## src/rtl/gpio_port_pkg.sv

```systemverilog
// package: register map, field widths and reset values of the port block
//
// Contract
// a read of the output data register returns the latch where the direction bit is 1 and the synchronised pin where it is 0.
// the pin input register is read-only and a write to it changes no state.
// a read of the pin input register returns the synchronised level of every pin regardless of direction.
// a direction bit of 0 makes its pin an input and 1 makes it a driven output.
// pin sampling passes a two-stage synchroniser, so reads may lag a direction change by up to two bus cycles.
// a drive strength bit of 0 gives full drive and 1 gives reduced drive on its output pin.
// the drive strength bit is disregarded while its pin is an input.
// a pull enable bit of 1 enables a pull only while its pin is an input.
// after reset every pull enable bit is cleared.
// a pull is forced off while the matching analog converter channel is enabled.
// a polarity bit of 0 selects a pull-up and 1 a pull-down for an enabled pull.
// the output data value reaches a pin only while that pin is a general purpose output.
// a pin taken over by a peripheral ignores its direction bit.
// all writable registers are readable and writable at any time and reset to zero.
package gpio_port_pkg;

  // ==========================================================
  // widths
  localparam int          PORT_WIDTH   = 8;
  localparam int          ADDR_WIDTH   = 8;
  localparam int          SYNC_STAGES  = 2;

  // ==========================================================
  // register offsets
  localparam logic [7:0]  OFS_OUT_DATA = 8'h30;
  localparam logic [7:0]  OFS_PIN_IN   = 8'h31;
  localparam logic [7:0]  OFS_DIR      = 8'h32;
  localparam logic [7:0]  OFS_DRIVE    = 8'h33;
  localparam logic [7:0]  OFS_PULL_EN  = 8'h34;
  localparam logic [7:0]  OFS_PULL_POL = 8'h35;

  // ==========================================================
  // reset values
  localparam logic [7:0]  RST_OUT_DATA = 8'h00;
  localparam logic [7:0]  RST_DIR      = 8'h00;
  localparam logic [7:0]  RST_DRIVE    = 8'h00;
  localparam logic [7:0]  RST_PULL_EN  = 8'h00;
  localparam logic [7:0]  RST_PULL_POL = 8'h00;
  localparam logic [7:0]  RST_UNMAPPED = 8'h00;

  // ==========================================================
  // register select
  typedef enum logic [2:0] {
    SEL_NONE     = 3'b000,
    SEL_OUT_DATA = 3'b001,
    SEL_PIN_IN   = 3'b010,
    SEL_DIR      = 3'b011,
    SEL_DRIVE    = 3'b100,
    SEL_PULL_EN  = 3'b101,
    SEL_PULL_POL = 3'b110
  } reg_sel_t;

  function automatic reg_sel_t decode_addr(input logic [7:0] addr);
    case (addr)
      OFS_OUT_DATA: decode_addr = SEL_OUT_DATA;
      OFS_PIN_IN:   decode_addr = SEL_PIN_IN;
      OFS_DIR:      decode_addr = SEL_DIR;
      OFS_DRIVE:    decode_addr = SEL_DRIVE;
      OFS_PULL_EN:  decode_addr = SEL_PULL_EN;
      OFS_PULL_POL: decode_addr = SEL_PULL_POL;
      default:      decode_addr = SEL_NONE;
    endcase
  endfunction

endpackage

```

## src/rtl/pin_sync_if.sv

```systemverilog
// interface: raw pin levels in, synchronised pin levels out
`timescale 1ns/100ps
interface pin_sync_if #(
  parameter int W = 8
);
  logic [W-1:0] raw;
  logic [W-1:0] synced;

  modport sync (
    input  raw,
    output synced
  );
  modport user (
    output raw,
    input  synced
  );
endinterface

```

## src/rtl/analog_shared_gpio_port.sv

```systemverilog
// module: eight-bit port shared with analog converter inputs
`timescale 1ns/100ps
module analog_shared_gpio_port
  import gpio_port_pkg::*;
#(
  parameter int W = PORT_WIDTH
) (
  // clock and reset
  input  wire logic                  MCLK_I,
  input  wire logic                  RESETN_I,
  // register port
  input  wire logic [ADDR_WIDTH-1:0] ADDR_I,
  input  wire logic [7:0]            WDATA_I,
  input  wire logic                  WR_I,
  input  wire logic                  RD_I,
  output logic      [7:0]            RDATA_O,
  // pins
  input  wire logic [W-1:0]          PIN_I,
  output logic      [W-1:0]          PIN_O,
  output logic      [W-1:0]          PIN_OE_O,
  output logic      [W-1:0]          PIN_REDUCED_DRIVE_O,
  output logic      [W-1:0]          PULL_UP_EN_O,
  output logic      [W-1:0]          PULL_DOWN_EN_O,
  // peripheral and analog converter sharing
  input  wire logic [W-1:0]          ANALOG_CH_EN_I,
  input  wire logic [W-1:0]          PERIPH_CTRL_I,
  input  wire logic [W-1:0]          PERIPH_OUT_I,
  input  wire logic [W-1:0]          PERIPH_OE_I
);

  // ==========================================================
  // register storage
  logic [W-1:0] out_data_q;
  logic [W-1:0] dir_q;
  logic [W-1:0] drive_q;
  logic [W-1:0] pull_en_q;
  logic [W-1:0] pull_pol_q;
  logic [7:0]   rdata_q;
  logic [7:0]   rdata_d;
  logic [W-1:0] pin_level;
  reg_sel_t     wsel;
  reg_sel_t     rsel;

  assign wsel = WR_I ? decode_addr(ADDR_I) : SEL_NONE;
  assign rsel = decode_addr(ADDR_I);

  // ==========================================================
  // pin synchroniser
  pin_sync_if #(.W(W)) pins ();

  assign pins.raw  = PIN_I;
  assign pin_level = pins.synced;

  pin_sync #(
    .W       (W)
  ) u_sync (
    .clk_i   (MCLK_I),
    .rst_n_i (RESETN_I),
    .pins    (pins)
  );

  // ==========================================================
  // writable registers; a write to the pin input offset or to an
  // unmapped offset falls through and changes nothing
  always_ff @(posedge MCLK_I or negedge RESETN_I) begin
    if (!RESETN_I) begin
      out_data_q <= RST_OUT_DATA[W-1:0];
    end else if (wsel == SEL_OUT_DATA) begin
      out_data_q <= WDATA_I[W-1:0];
    end
  end

  always_ff @(posedge MCLK_I or negedge RESETN_I) begin
    if (!RESETN_I) begin
      dir_q <= RST_DIR[W-1:0];
    end else if (wsel == SEL_DIR) begin
      dir_q <= WDATA_I[W-1:0];
    end
  end

  always_ff @(posedge MCLK_I or negedge RESETN_I) begin
    if (!RESETN_I) begin
      drive_q <= RST_DRIVE[W-1:0];
    end else if (wsel == SEL_DRIVE) begin
      drive_q <= WDATA_I[W-1:0];
    end
  end

  always_ff @(posedge MCLK_I or negedge RESETN_I) begin
    if (!RESETN_I) begin
      pull_en_q <= RST_PULL_EN[W-1:0];
    end else if (wsel == SEL_PULL_EN) begin
      pull_en_q <= WDATA_I[W-1:0];
    end
  end

  always_ff @(posedge MCLK_I or negedge RESETN_I) begin
    if (!RESETN_I) begin
      pull_pol_q <= RST_PULL_POL[W-1:0];
    end else if (wsel == SEL_PULL_POL) begin
      pull_pol_q <= WDATA_I[W-1:0];
    end
  end

  // ==========================================================
  // read path, data stand one cycle after the strobe only
  always_comb begin
    rdata_d = RST_UNMAPPED;
    case (rsel)
      SEL_OUT_DATA: rdata_d[W-1:0] = (dir_q & out_data_q) |
                                     (~dir_q & pin_level);
      SEL_PIN_IN:   rdata_d[W-1:0] = pin_level;
      SEL_DIR:      rdata_d[W-1:0] = dir_q;
      SEL_DRIVE:    rdata_d[W-1:0] = drive_q;
      SEL_PULL_EN:  rdata_d[W-1:0] = pull_en_q;
      SEL_PULL_POL: rdata_d[W-1:0] = pull_pol_q;
      default:      rdata_d        = RST_UNMAPPED;
    endcase
  end

  always_ff @(posedge MCLK_I or negedge RESETN_I) begin
    if (!RESETN_I) begin
      rdata_q <= RST_UNMAPPED;
    end else if (RD_I) begin
      rdata_q <= rdata_d;
    end else begin
      rdata_q <= RST_UNMAPPED;
    end
  end

  assign RDATA_O = rdata_q;

  // ==========================================================
  // pad control, per pin
  // a peripheral that owns a pin decides its direction and value;
  // the pull and drive settings still follow the resulting direction
  genvar g;
  generate
    for (g = 0; g < W; g++) begin : g_pad
      logic is_out;
      logic pull_on;
      assign is_out = PERIPH_CTRL_I[g] ? PERIPH_OE_I[g]
                                       : dir_q[g];
      assign PIN_OE_O[g] = is_out;
      // latch reaches the pad only as general purpose output
      assign PIN_O[g] = PERIPH_CTRL_I[g] ? PERIPH_OUT_I[g]
                      : (dir_q[g] & out_data_q[g]);
      // reduced drive has no meaning on an undriven pad
      assign PIN_REDUCED_DRIVE_O[g] = is_out & drive_q[g];
      // analog channel always wins so the pull never loads the input
      assign pull_on = pull_en_q[g] & ~is_out
                     & ~ANALOG_CH_EN_I[g];
      assign PULL_UP_EN_O[g]   = pull_on & ~pull_pol_q[g];
      assign PULL_DOWN_EN_O[g] = pull_on &  pull_pol_q[g];
    end
  endgenerate

endmodule

```

## src/rtl/pin_sync.sv

```systemverilog
// module: per-pin two-flop synchroniser for the pad input levels
`timescale 1ns/100ps
module pin_sync
  import gpio_port_pkg::*;
#(
  parameter int W = PORT_WIDTH
) (
  // clock and reset
  input  wire logic clk_i,
  input  wire logic rst_n_i,
  // pin levels
  pin_sync_if.sync  pins
);

  // ==========================================================
  // synchroniser, one pair of flops per pin
  // the first stage feeds only the second; nothing else reads it
  genvar g;
  generate
    for (g = 0; g < W; g++) begin : g_bit
      logic meta_q;
      logic stable_q;
      always_ff @(posedge clk_i or negedge rst_n_i) begin
        if (!rst_n_i) begin
          meta_q   <= 1'b0;
          stable_q <= 1'b0;
        end else begin
          meta_q   <= pins.raw[g];
          stable_q <= meta_q;
        end
      end
      assign pins.synced[g] = stable_q;
    end
  endgenerate

endmodule

```

## config.mk

```make
export PLATFORM = sky130hd
export DESIGN_NAME = analog_shared_gpio_port
export DESIGN_NICKNAME = d
export VERILOG_FILES = /design/src/rtl/gpio_port_pkg.sv /design/src/rtl/pin_sync_if.sv /design/src/rtl/analog_shared_gpio_port.sv /design/src/rtl/pin_sync.sv
export SDC_FILE = /design/constraint.sdc
export NUM_CORES = 1
export LEC_CHECK = 0
export ABC_CLOCK_PERIOD_IN_PS = 1300
export BUFFER_PORTS_ARGS = -buffer_cell sky130_fd_sc_hd__buf_2
export CORE_MARGIN = 2
export CORE_UTILIZATION = 52
export CTS_BUF_LIST = sky130_fd_sc_hd__clkbuf_8
export DETAILED_ROUTE_END_ITERATION = 7
export PLACE_DENSITY_LB_ADDON = 0.25
export SYNTH_ARGS = -nofsm -noshare
export SYNTH_HDL_FRONTEND = slang
export SYNTH_SLANG_ARGS = --single-unit
```

## constraint.sdc

```tcl
create_clock -name MCLK_I -period 1.3 [get_ports MCLK_I]
set_input_delay 0.195 -clock MCLK_I [delete_from_list [all_inputs] [get_ports MCLK_I]]
set_output_delay 0.195 -clock MCLK_I [all_outputs]
set_load 0.005 [all_outputs]
```

After elaboration in Yosys (flattened, before gate mapping)
Index checks and enable logic that the tools add are counted.
W data, S select, Z words.
- $add $sub $neg: 0
- reductions and logical operators: 0
- shift operators: 0
- equal/unequal tests: 17
- multipliers: 0
- div/mod/pow operators: 0
- bitwise operators: 76
- mux-type cells: 20
- $lt $le $gt $ge: 0
- operators by type and width (cell ; number):
    $and A1 B1 Y1 ; 48
    $eq A8 B6 Y1 const B ; 6
    $pmux W8 S6 ; 1
    $not A1 Y1 ; 24
    $eq A3 B3 Y1 const B ; 6
    $pmux W3 S6 ; 1
    $and A8 B8 Y8 ; 2
    $mux W1 ; 16
    $eq A3 B2 Y1 const B ; 3
    $mux W8 ; 1
    $not A8 Y8 ; 1
    $or A8 B8 Y8 ; 1
    $eq A3 B1 Y1 const B ; 2
    $mux W3 ; 1
- bits in read-only memories: 0
- memories: 0
- memory bits (writable): 0
- flip-flop bits (word level): 64
- latch bits: 0
- output and inout bits: 48

Depth between registers and ports, before layout
Gate-level depths: netlist of the first run.
- word-level depth: 5
- gate-level depth with buffers: 6
- gate-level depth less buffers: 4

By module
A second synthesis of the first run with hierarchy kept.
- cell total of the unflattened synthesis: 270
- area, all modules: 3146.8 µm²
- modules (own cells, without submodules) (module ; cells an instance ; sequential area each (µm²) ; area each (µm²) ; times used):
    analog_shared_gpio_port ; 246 ; 1201.2 ; 2686.3 ; 1
    pin_sync ; 24 ; 400.4 ; 460.4 ; 1

Worst setup path before layout of the first run
OpenSTA, ideal clock, no wires.
- path kind: in2reg
- from: input port ADDR_I[7]
- to: register dir_q[0]
- path buffers: 1
- data required time: 1.175 ns
- library setup time: 0.125 ns
- stages on the path: 5
- slack: -0.245 ns
- data arrival time: 1.420 ns
- path through: or2_4 > nor4_4 > and3_1 > buf_6 > mux2_2
- cells in the longest elaborated chain, start to end: 4
- ends and longest elaborated chain (what ; RTL line ; text):
    start, declared ; analog_shared_gpio_port.sv:12 ; input wire logic [ADDR_WIDTH-1:0] ADDR_I,
    $eq A8 B6 Y1 ; gpio_port_pkg.sv:57 ; case (addr)
    $pmux W3 S6 * ; gpio_port_pkg.sv:57 ;
    $mux W3 * ; analog_shared_gpio_port.sv:44 ; assign wsel = WR_I ? decode_addr(ADDR_I) : SEL_NONE;
    $eq A3 B2 Y1 * ; analog_shared_gpio_port.sv:76 ; end else if (wsel == SEL_DIR) begin
    end signal, assigned ; analog_shared_gpio_port.sv:75 ; dir_q <= RST_DIR[W-1:0];
    end signal, assigned ; analog_shared_gpio_port.sv:77 ; dir_q <= WDATA_I[W-1:0];
    end, declared ; analog_shared_gpio_port.sv:34 ; logic [W-1:0] dir_q;
Every way passes the cells marked *; elsewhere a longest branch is shown, timed or not.
A chain may end at the register's enable or synchronous reset.

Worst setup path after layout of the first run
- from: register dir_q[4]
- to: output port PULL_UP_EN_O[4]
- cells in the longest elaborated chain, start to end: 5
- ends and longest elaborated chain (what ; RTL line ; text):
    $mux W1 ; analog_shared_gpio_port.sv:142 ; assign is_out = PERIPH_CTRL_I[g] ? PERIPH_OE_I[g]
    $not A1 Y1 ; analog_shared_gpio_port.sv:151 ; assign pull_on = pull_en_q[g] & ~is_out
    $and A1 B1 Y1 ; analog_shared_gpio_port.sv:151 ;
    $and A1 B1 Y1 ; analog_shared_gpio_port.sv:152 ; & ~ANALOG_CH_EN_I[g];
    $and A1 B1 Y1 ; analog_shared_gpio_port.sv:153 ; assign PULL_UP_EN_O[g] = pull_on & ~pull_pol_q[g];
    end, declared ; analog_shared_gpio_port.sv:22 ; output logic [W-1:0] PULL_UP_EN_O,
No other way between the ends.

==> results.cfg, run 1 <==
[run_status]
status = finished with violations
violations = negative setup slack

[power]
p_total_w = 0.00438
p_leak_nw = 2.50
p_per_area_nw_per_um2 = 930
irDropWorstVdd_mv = 0.760

[critical_path]
arrival_ps = 1450
criticalPathCategory = flop to output pin
critPathRequiredTime_ps = 1110
end_kind = output pin
start_kind = flop
worstPathMaxFanout = 2

[timing]
grt_setup_unrepaired = true
setup_ws_ps = -344
final.setup_skew_ps = 4.83
slew_headroom = 0.700
tightest_slew_ps = 446
finalCriticalPeriod_ps = 1640
final_hold_viol_count = 0
setup_violations = 47
fmax_mhz = 608
min_period_over_period = 1.26
slew_violations = 0

[layout]
area_growth_pct = 49.6
layout-drive-gt1-share = 0.594
final_nets = 498
num_antenna_cells = 0
instances_no_fill = 518

[flow_run]
max-cap-violations = 0

[yosys]
synth_nets = 330
seq_area_frac_synth = 0.508
ys_seq_elements = 64
synth_ff_type = dfrtp_1
synth_cell_type_count = 36
synth_area_leaders = dfrtp_1 51%, mux2_2 16%, mux2i_1 4.4%
netlist_area_sq_um = 3150
synth_top_area_cell = dfrtp_1
synth_enable_flop_cells = 0
syn_area_per_cell_sq_um = 11.7
syn_inst = 270
yosys.area.top_type_share = 0.508
yosysWarningCount = 0
synthArstFlopShare = 1.00

[routing]
wl_met1_um = 3600
vias = 2835
route.met3.wl_um = 537
post-route-drc-count = 0
routed_via_density = 5.47
dr_wl_met2_um = 4430
drt_first_pass_iters = 4
wirelength_um = 8730
highest_layer = met4
wl_per_cell_um = 16.9
antenna_left = 0
drt_iter0_markers = 177

[clock_network]
cts_buffer_depth = 2
cts-root-buf = clkbuf_8
cts_tree = yes
clk_pin_slew_ps = 70
cts_made_buffers = 9
insertion_delay_ps = 340
numClockSinks = 64
htree_levels = 3

[floorplanning]
start_util = 0.535
fp.dieArea_sq_um = 6700
core-area_sq_um = 5890
die_h_um = 81.8
die_x_um = 81.8
rows = 28
pin_count = 108

[global_route]
antenna_found_initial = 0
grt_pass1_vias = 2709
grt.overflow.total = 0
grt_max_degree = 65
gr-usage-all-layers = 0.258
grt_pass1_wl_um = 12700

[place]
dp_cells = 474
gp_congestion = 0.863
hpwl_um = 5680
port_buffers = 107

[hold_path]
min_path_type = input pin to flop
## stage by stage
| stage | cell area, sq um | setup WS (ps) | hold slack [ps] | util | TNS, ps |
|---|---|---|---|---|---|
| floorplan | 3150 | -238 | -101 | - | -5970 |
| global placement | 3980 | -367 | 230 | 0.676 | -13910 |
| detailed placement | 3980 | -390 | 231 | 0.676 | -14560 |
| CTS | 4520 | -291 | 136 | 0.769 | -5890 |
| global route | 4710 | -403 | 154 | 0.801 | -8940 |
| finish | 4710 | -344 | 156 | 0.801 | -6020 |
## layout by cell type (no fill, tap or decap), types with 3 or more instances in the layout
| master | synthesis | final |
|---|---|---|
| a21oi_2 | 0 | 3 |
| mux2i_2 | 0 | 3 |
| nor4b_2 | 0 | 8 |
| buf_2 | 3 | 103 |
| clkinv_2 | 0 | 3 |
| nand2_1 | 24 | 18 |
| nand3_1 | 4 | 4 |
| o21ai_0 | 12 | 4 |
| nand2b_1 | 3 | 3 |
| dfrtp_1 | 64 | 64 |
| nor2b_1 | 13 | 10 |
| buf_6 | 2 | 16 |
| a22oi_1 | 4 | 4 |
| o21a_1 | 3 | 3 |
| clkbuf_8 | 0 | 12 |
| mux2_2 | 45 | 29 |
| buf_4 | 8 | 44 |
| mux2_4 | 0 | 16 |
| nand2_2 | 1 | 3 |
| o21ai_1 | 0 | 5 |
| inv_1 | 13 | 12 |
| nor3_1 | 3 | 3 |
| o22ai_1 | 3 | 3 |
| o21ai_2 | 0 | 3 |
| mux2i_1 | 14 | 10 |
| nand2_4 | 0 | 4 |
| a21oi_1 | 8 | 5 |
| and4b_1 | 8 | 8 |
| dlygate4sd3_1 | 0 | 9 |
## cell usage after synthesis, types with 2 or more instances
cell type	n
buf_6	2
nor2b_1	13
nor3_1	3
buf_2	3
dfrtp_1	64
and4b_1	8
buf_4	8
o22ai_1	3
nor2_1	2
nand3_2	2
a21oi_1	8
a22oi_1	4
mux2_2	45
o2bb2ai_1	2
a31oi_1	2
and3_1	2
o21ai_0	12
a22o_1	2
nand2_1	24
mux2i_1	14
nor4b_1	9
nand2b_1	3
o21a_1	3
clkbuf_1	5
inv_1	13
nand3_1	4
## report_power, final
part | internal (W) | total [W] | leakage, nW | switching (W)
combinational | 0.000372 | 0.000670 | 1.55 | 0.000298
sequential | 0.00208 | 0.00215 | 0.850 | 0.0000706
clock | 0.000831 | 0.00157 | 0.103 | 0.000735
## logic make-up (layout without fill, tap and decap cells)
kind of cell	after synthesis	in the layout	synth area share
flops	64	64	0.508
mux	59	59	0.205
buf+inv	31	204	0.0524
compound gates	40	40	0.0814
simple gates	76	76	0.153
## final timing paths
path,startpoint,endpoint,slack [ps],depth (start not counted)
setup / recovery,dir_q[4],PULL_UP_EN_O[4],-340,4
hold / removal,WDATA_I[5],dir_q[5],160,2
setup reg to reg,dir_q[5],RDATA_O[5],30,5
hold reg to reg,u_sync.g_bit[0].meta_q,u_sync.g_bit[0].stable_q,350,0
max in group asynchronous,RESETN_I,u_sync.g_bit[1].meta_q,640,3
min in group asynchronous,RESETN_I,u_sync.g_bit[6].stable_q,390,3
## flip-flops by register name, indices dropped and copies added, names as in the netlist
register / flops
out_data_q: 8
RDATA_O: 8
u_sync.g_bit.meta_q: 8
drive_q: 8
pull_en_q: 8
u_sync.g_bit.stable_q: 8
dir_q: 8
pull_pol_q: 8
## metal layers
metal,vias up,GRT usage
met4,0,0.102
li1,1301,-
met3,16,0.0637
met1,1400,0.321
met5,-,0
met2,118,0.433
## cell type report
cell class,instances,area [sq um]
clock buffer,12,165
clock inverter,4,18.8
fill,345,1170
inverter,13,48.8
multi-input combinational,175,1620
sequential,64,1600
tap,75,93.8
timing repair buffer,175,1170
## repair_timing
action / CTS / global route
pin swaps: 2 / 7
setup endpoints to repair: 57 / 68
hold endpoints to repair: 72 / 0
hold buffers: 9 / 0
resized for setup: 40 / 46
setup buffers: 15 / 11
## worst max-delay path, stage by stage, from the launching register on
cell,delay [ps]
dfrtp_1,400
mux2i_2,210
inv_2,80
nor4b_2,240
buf_2,180
(Power assumes the default switching activity.)
==> run 2, diff against run 1 <==
CORE_UTILIZATION = 50   (was 52)
==> run 2 against run 1 <==
Net effect: the flow still finishes with violations (negative setup slack); register-to-register slack lost 100 ps; die area grew 3.8%; clock power decreased by 11%; clock skew up 4.7 ps; critical endpoint is now PULL_UP_EN_O[6]; design area up 0.80%; critical path depth stayed put.
==> results.cfg, run 2 (same netlist as run 1, synthesis figures left out) <==
[power]
p_leak_nw = 2.50
p_per_area_nw_per_um2 = 890
irDropWorstVdd_mv = 0.797
p_int_w = 0.00315
p_comb_frac = 0.160
swShare = 0.253
power_switching_w = 0.00107
power_frac_clock = 0.331
pwr-share-seq = 0.508

[place]
gp_congestion = 0.896
dp_cells = 477
port_buffers = 107
hpwl_um = 5670
dpl_cell_area_sq_um = 4000

[run_status]
status = finished with violations
violations = negative setup slack

[routing]
post-route-drc-count = 0
antenna_left = 0
drt_iter0_markers = 134
wl_per_cell_um = 16.6
routed_via_density = 5.48
drt_first_pass_iters = 5
wirelength_um = 8580
vias = 2829

[timing]
fin_hold_ws_ps = 153
setup_violations = 70
min_period_over_period = 1.26
finalCriticalPeriod_ps = 1640
grt_setup_unrepaired = true
slew_violations = 0
fmax_mhz = 610
slew_headroom = 0.544
final_hold_viol_count = 0
final.setup_skew_ps = 9.55
tightest_slew_ps = 679
setup_ws_ps = -338
fin_tns_setup_ps = -8460

[layout]
num_antenna_cells = 0
final_nets = 498
final_core_util = 0.793
area_growth_pct = 50.8
stdcell_area_sq_um = 4750
instances_no_fill = 516
layout-drive-gt1-share = 0.601
final_cell_mix = 101 x buf_2, 64 x dfrtp_1, 36 x buf_4
final_common_cell = buf_2

[clock_network]
insertion_delay_ps = 340
cts_tree = yes
numClockSinks = 64
cts_made_buffers = 9
cts-root-buf = clkbuf_8
htree_levels = 3
cts_buffer_depth = 2
clk_pin_slew_ps = 70

[hold_path]
hold_path_depth = 2
hold_end = drive_q[1]
min_path_type = input pin to flop
worstHoldStart = WDATA_I[1]

[critical_path]
start_kind = flop
r2r_cells = 6
r2r_end = RDATA_O[5]
worstPathMaxFanout = 3
r2r-start = dir_q[5]
critPathRequiredTime_ps = 1110
end_kind = output pin
rrSetupSlack_ps = -70
arrival_ps = 1440
criticalPathCategory = flop to output pin

[global_route]
grt_pass1_vias = 2840
grt_pass1_wl_um = 13700
grt_max_degree = 65
grt.overflow.total = 0
gr-usage-all-layers = 0.246
antenna_found_initial = 0

[floorplanning]
start_util = 0.526
die_h_um = 83.4
rows = 28
fp.dieArea_sq_um = 6950
die_x_um = 83.4
core-area_sq_um = 5990
pin_count = 108

[flow_run]
max-cap-violations = 0
## run 2: cell count changes in the layout (fill, tap and decap cells not counted), sizes merged
cell / previous run / this run
clkbuf: 12 / 10
clkinv: 3 / 1
inv: 14 / 16
## run 2: worst max path at each step
stage / end / start / cells after the start
2_1_floorplan: dir_q[0] / ADDR_I[7] / 5
6_report: PULL_UP_EN_O[6] / dir_q[6] / 4
3_5_place_dp: pull_pol_q[7] / ADDR_I[7] / 6
5_1_grt: PULL_UP_EN_O[6] / dir_q[6] / 4
3_3_place_gp: dir_q[1] / ADDR_I[7] / 6
4_1_cts: PULL_UP_EN_O[6] / dir_q[6] / 4
## run 2: timing repair
item,CTS,global route
setup endpoints to repair,77,83
setup buffers,8,9
endpoints found under the hold margin,72,0
pin swaps,4,6
gates resized for setup,59,44
hold buffers,9,0
## run 2: area by class of cell
type,count,area (sq um)
flip-flops and latches,64,1600
clock buffers,10,138
fillers,388,1240
multi-input cells,175,1640
repair buffers,175,1210
clock inverters,4,16.3
well taps,75,93.8
inverters,13,48.8
## run 2: per-stage QoR
| step | setup WS, ps | power [W] |
|---|---|---|
| after floorplan | -238 | 0.00239 |
| after detailed placement | -425 | 0.00269 |
| after CTS | -320 | 0.00416 |
| final | -338 | 0.00423 |
| after global placement | -392 | 0.00268 |
| after global routing | -419 | 0.00439 |
## run 2: critical path: stages (launching register included)
cell,delay (ps)
dfrtp_1,410
mux2i_2,240
inv_2,80
nor4b_2,220
buf_2,150
## run 2: routing by layer
layer | share of wire | global-route usage
met5 | 0 | 0
met4 | 0.021 | 0.0999
met3 | 0.053 | 0.0507
met2 | 0.51 | 0.402
met1 | 0.42 | 0.320
## run 2: power groups by stage
stage | Sequential (W) | Clock (W) | Combinational (W)
finish | 0.00215 | 0.00140 | 0.000678
global route | 0.00216 | 0.00150 | 0.000734
CTS | 0.00214 | 0.00141 | 0.000610
detailed placement | 0.00218 | 0 | 0.000518
global placement | 0.00217 | 0 | 0.000503
floorplan | 0.00216 | 0 | 0.000237
==> run 3, diff against run 2 <==
SKIP_CTS_REPAIR_TIMING = 1   (was not set)
==> run 3 against run 2 <==
Net effect: the flow still finishes with violations (negative setup slack); via count fell by 1.1%; hold slack better by 1.7 ps; global-route usage down 2.4 points; non-clock buffer count down 6; maximum frequency rose by 3.3%; total power shrank 0.65%; combinational power decreased by 3.1%; die area stayed put; flip-flop and latch count unchanged; final cell count fell by 1.2%; critical path depth did not move; sequential share of layout area up 0.76 points; highest routed layer unchanged.
==> results.cfg, run 3 (same netlist as run 1, synthesis figures left out) <==
[run_status]
violations = negative setup slack
status = finished with violations

[routing]
drt_first_pass_iters = 4
antenna_left = 0
wl_per_cell_um = 16.8
wirelength_um = 8570
drt_iter0_markers = 166
vias = 2797
post-route-drc-count = 0
routed_via_density = 5.48

[clock_network]
cts_tree = yes
htree_levels = 3
insertion_delay_ps = 330
cts_made_buffers = 9
clk_pin_slew_ps = 70
cts-root-buf = clkbuf_8
cts_buffer_depth = 2
numClockSinks = 64

[floorplanning]
die_h_um = 83.4
core-area_sq_um = 5990
pin_count = 108
fp.dieArea_sq_um = 6950
rows = 28
start_util = 0.526
die_x_um = 83.4

[timing]
grt_setup_unrepaired = true
setup_violations = 78
final.setup_skew_ps = 9.08
min_period_over_period = 1.22
slew_violations = 0
fin_tns_setup_ps = -10190
tightest_slew_ps = 707
fin_hold_ws_ps = 155
finalCriticalPeriod_ps = 1590
slew_headroom = 0.525
fmax_mhz = 631
setup_ws_ps = -286
final_hold_viol_count = 0

[global_route]
antenna_found_initial = 0
gr-usage-all-layers = 0.222
grt_max_degree = 65
grt_pass1_vias = 2627
grt_pass1_wl_um = 12400
grt.overflow.total = 0

[critical_path]
criticalPathCategory = flop to output pin
end_kind = output pin
worstPathMaxFanout = 4
rrSetupSlack_ps = -50
arrival_ps = 1390
critPathRequiredTime_ps = 1110
start_kind = flop

[layout]
num_antenna_cells = 0
area_growth_pct = 47.5
instances_no_fill = 510
final_cell_mix = 102 x buf_2, 63 x dfrtp_1, 37 x buf_4
final_nets = 492
seq_area_sq_um = 1600
multiInputGateArea_sq_um = 1620
fillCellCount = 405
layout-drive-gt1-share = 0.584
final_common_cell = buf_2

[power]
pwr-share-seq = 0.512
power_frac_clock = 0.331
swShare = 0.252
p_leak_nw = 2.44
power_switching_w = 0.00106
p_comb_frac = 0.157
p_int_w = 0.00314
irDropWorstVdd_mv = 0.614
p_per_area_nw_per_um2 = 903

[place]
port_buffers = 107
dp_cells = 477
gp_congestion = 0.896
pre_cts_ws_ps = -425
hpwl_um = 5670

[hold_path]
min_path_type = input pin to flop

[flow_run]
max-cap-violations = 0
[run 3: worst paths after layout]
check / startpoint / cells past startpoint / to
worst max-delay path: dir_q[1] / 4 / PULL_UP_EN_O[1]
worst min-delay path: WDATA_I[1] / 2 / drive_q[1]
worst max register to register: dir_q[2] / 5 / RDATA_O[2]
worst min register to register: u_sync.g_bit[0].meta_q / 0 / u_sync.g_bit[0].stable_q
max in group asynchronous: RESETN_I / 3 / dir_q[3]
min in group asynchronous: RESETN_I / 3 / drive_q[6]
[run 3: worst max-delay path: stages, from the launching register on]
cell,delay (ps)
dfrtp_1,410
mux2i_1,190
inv_1,110
nor4b_2,200
buf_2,150
[run 3: area by class of cell]
| cell class | count | share of cell area |
|---|---|---|
| tap | 75 | 0.0202 |
| sequential | 64 | 0.345 |
| timing repair buffer | 169 | 0.243 |
| multi-input combinational | 175 | 0.349 |
| clock buffer | 10 | 0.0296 |
| clock inverter | 4 | 0.00350 |
| inverter | 13 | 0.0105 |
[run 3: power groups by stage]
stage,sequential (W),combinational (W),clock (W)
6_report,0.00215,0.000657,0.00139
5_1_grt,0.00216,0.000712,0.00150
4_1_cts,0.00214,0.000521,0.00141
3_3_place_gp,0.00217,0.000503,0
3_5_place_dp,0.00218,0.000518,0
2_1_floorplan,0.00216,0.000237,0
[run 3: through the flow]
| step | power, W | utilization | cell area (sq um) |
|---|---|---|---|
| final | 0.00420 | 0.776 | 4650 |
| after global routing | 0.00437 | 0.776 | 4650 |
| after CTS | 0.00407 | 0.693 | 4150 |
| after detailed placement | 0.00269 | 0.668 | 4000 |
| after global placement | 0.00268 | 0.668 | 4000 |
| after floorplan | 0.00239 | - | 3150 |
[run 3: routing by layer]
metal  global-route usage  vias up  routed length (um)  part of all wire
li1                     -     1295                   -                 -
met2                0.363      101                4380              0.51
met3               0.0457        9                 471             0.055
met5                    0        -                   0                 0
met1                0.288     1392                3640              0.42
met4               0.0939        0                  77            0.0090
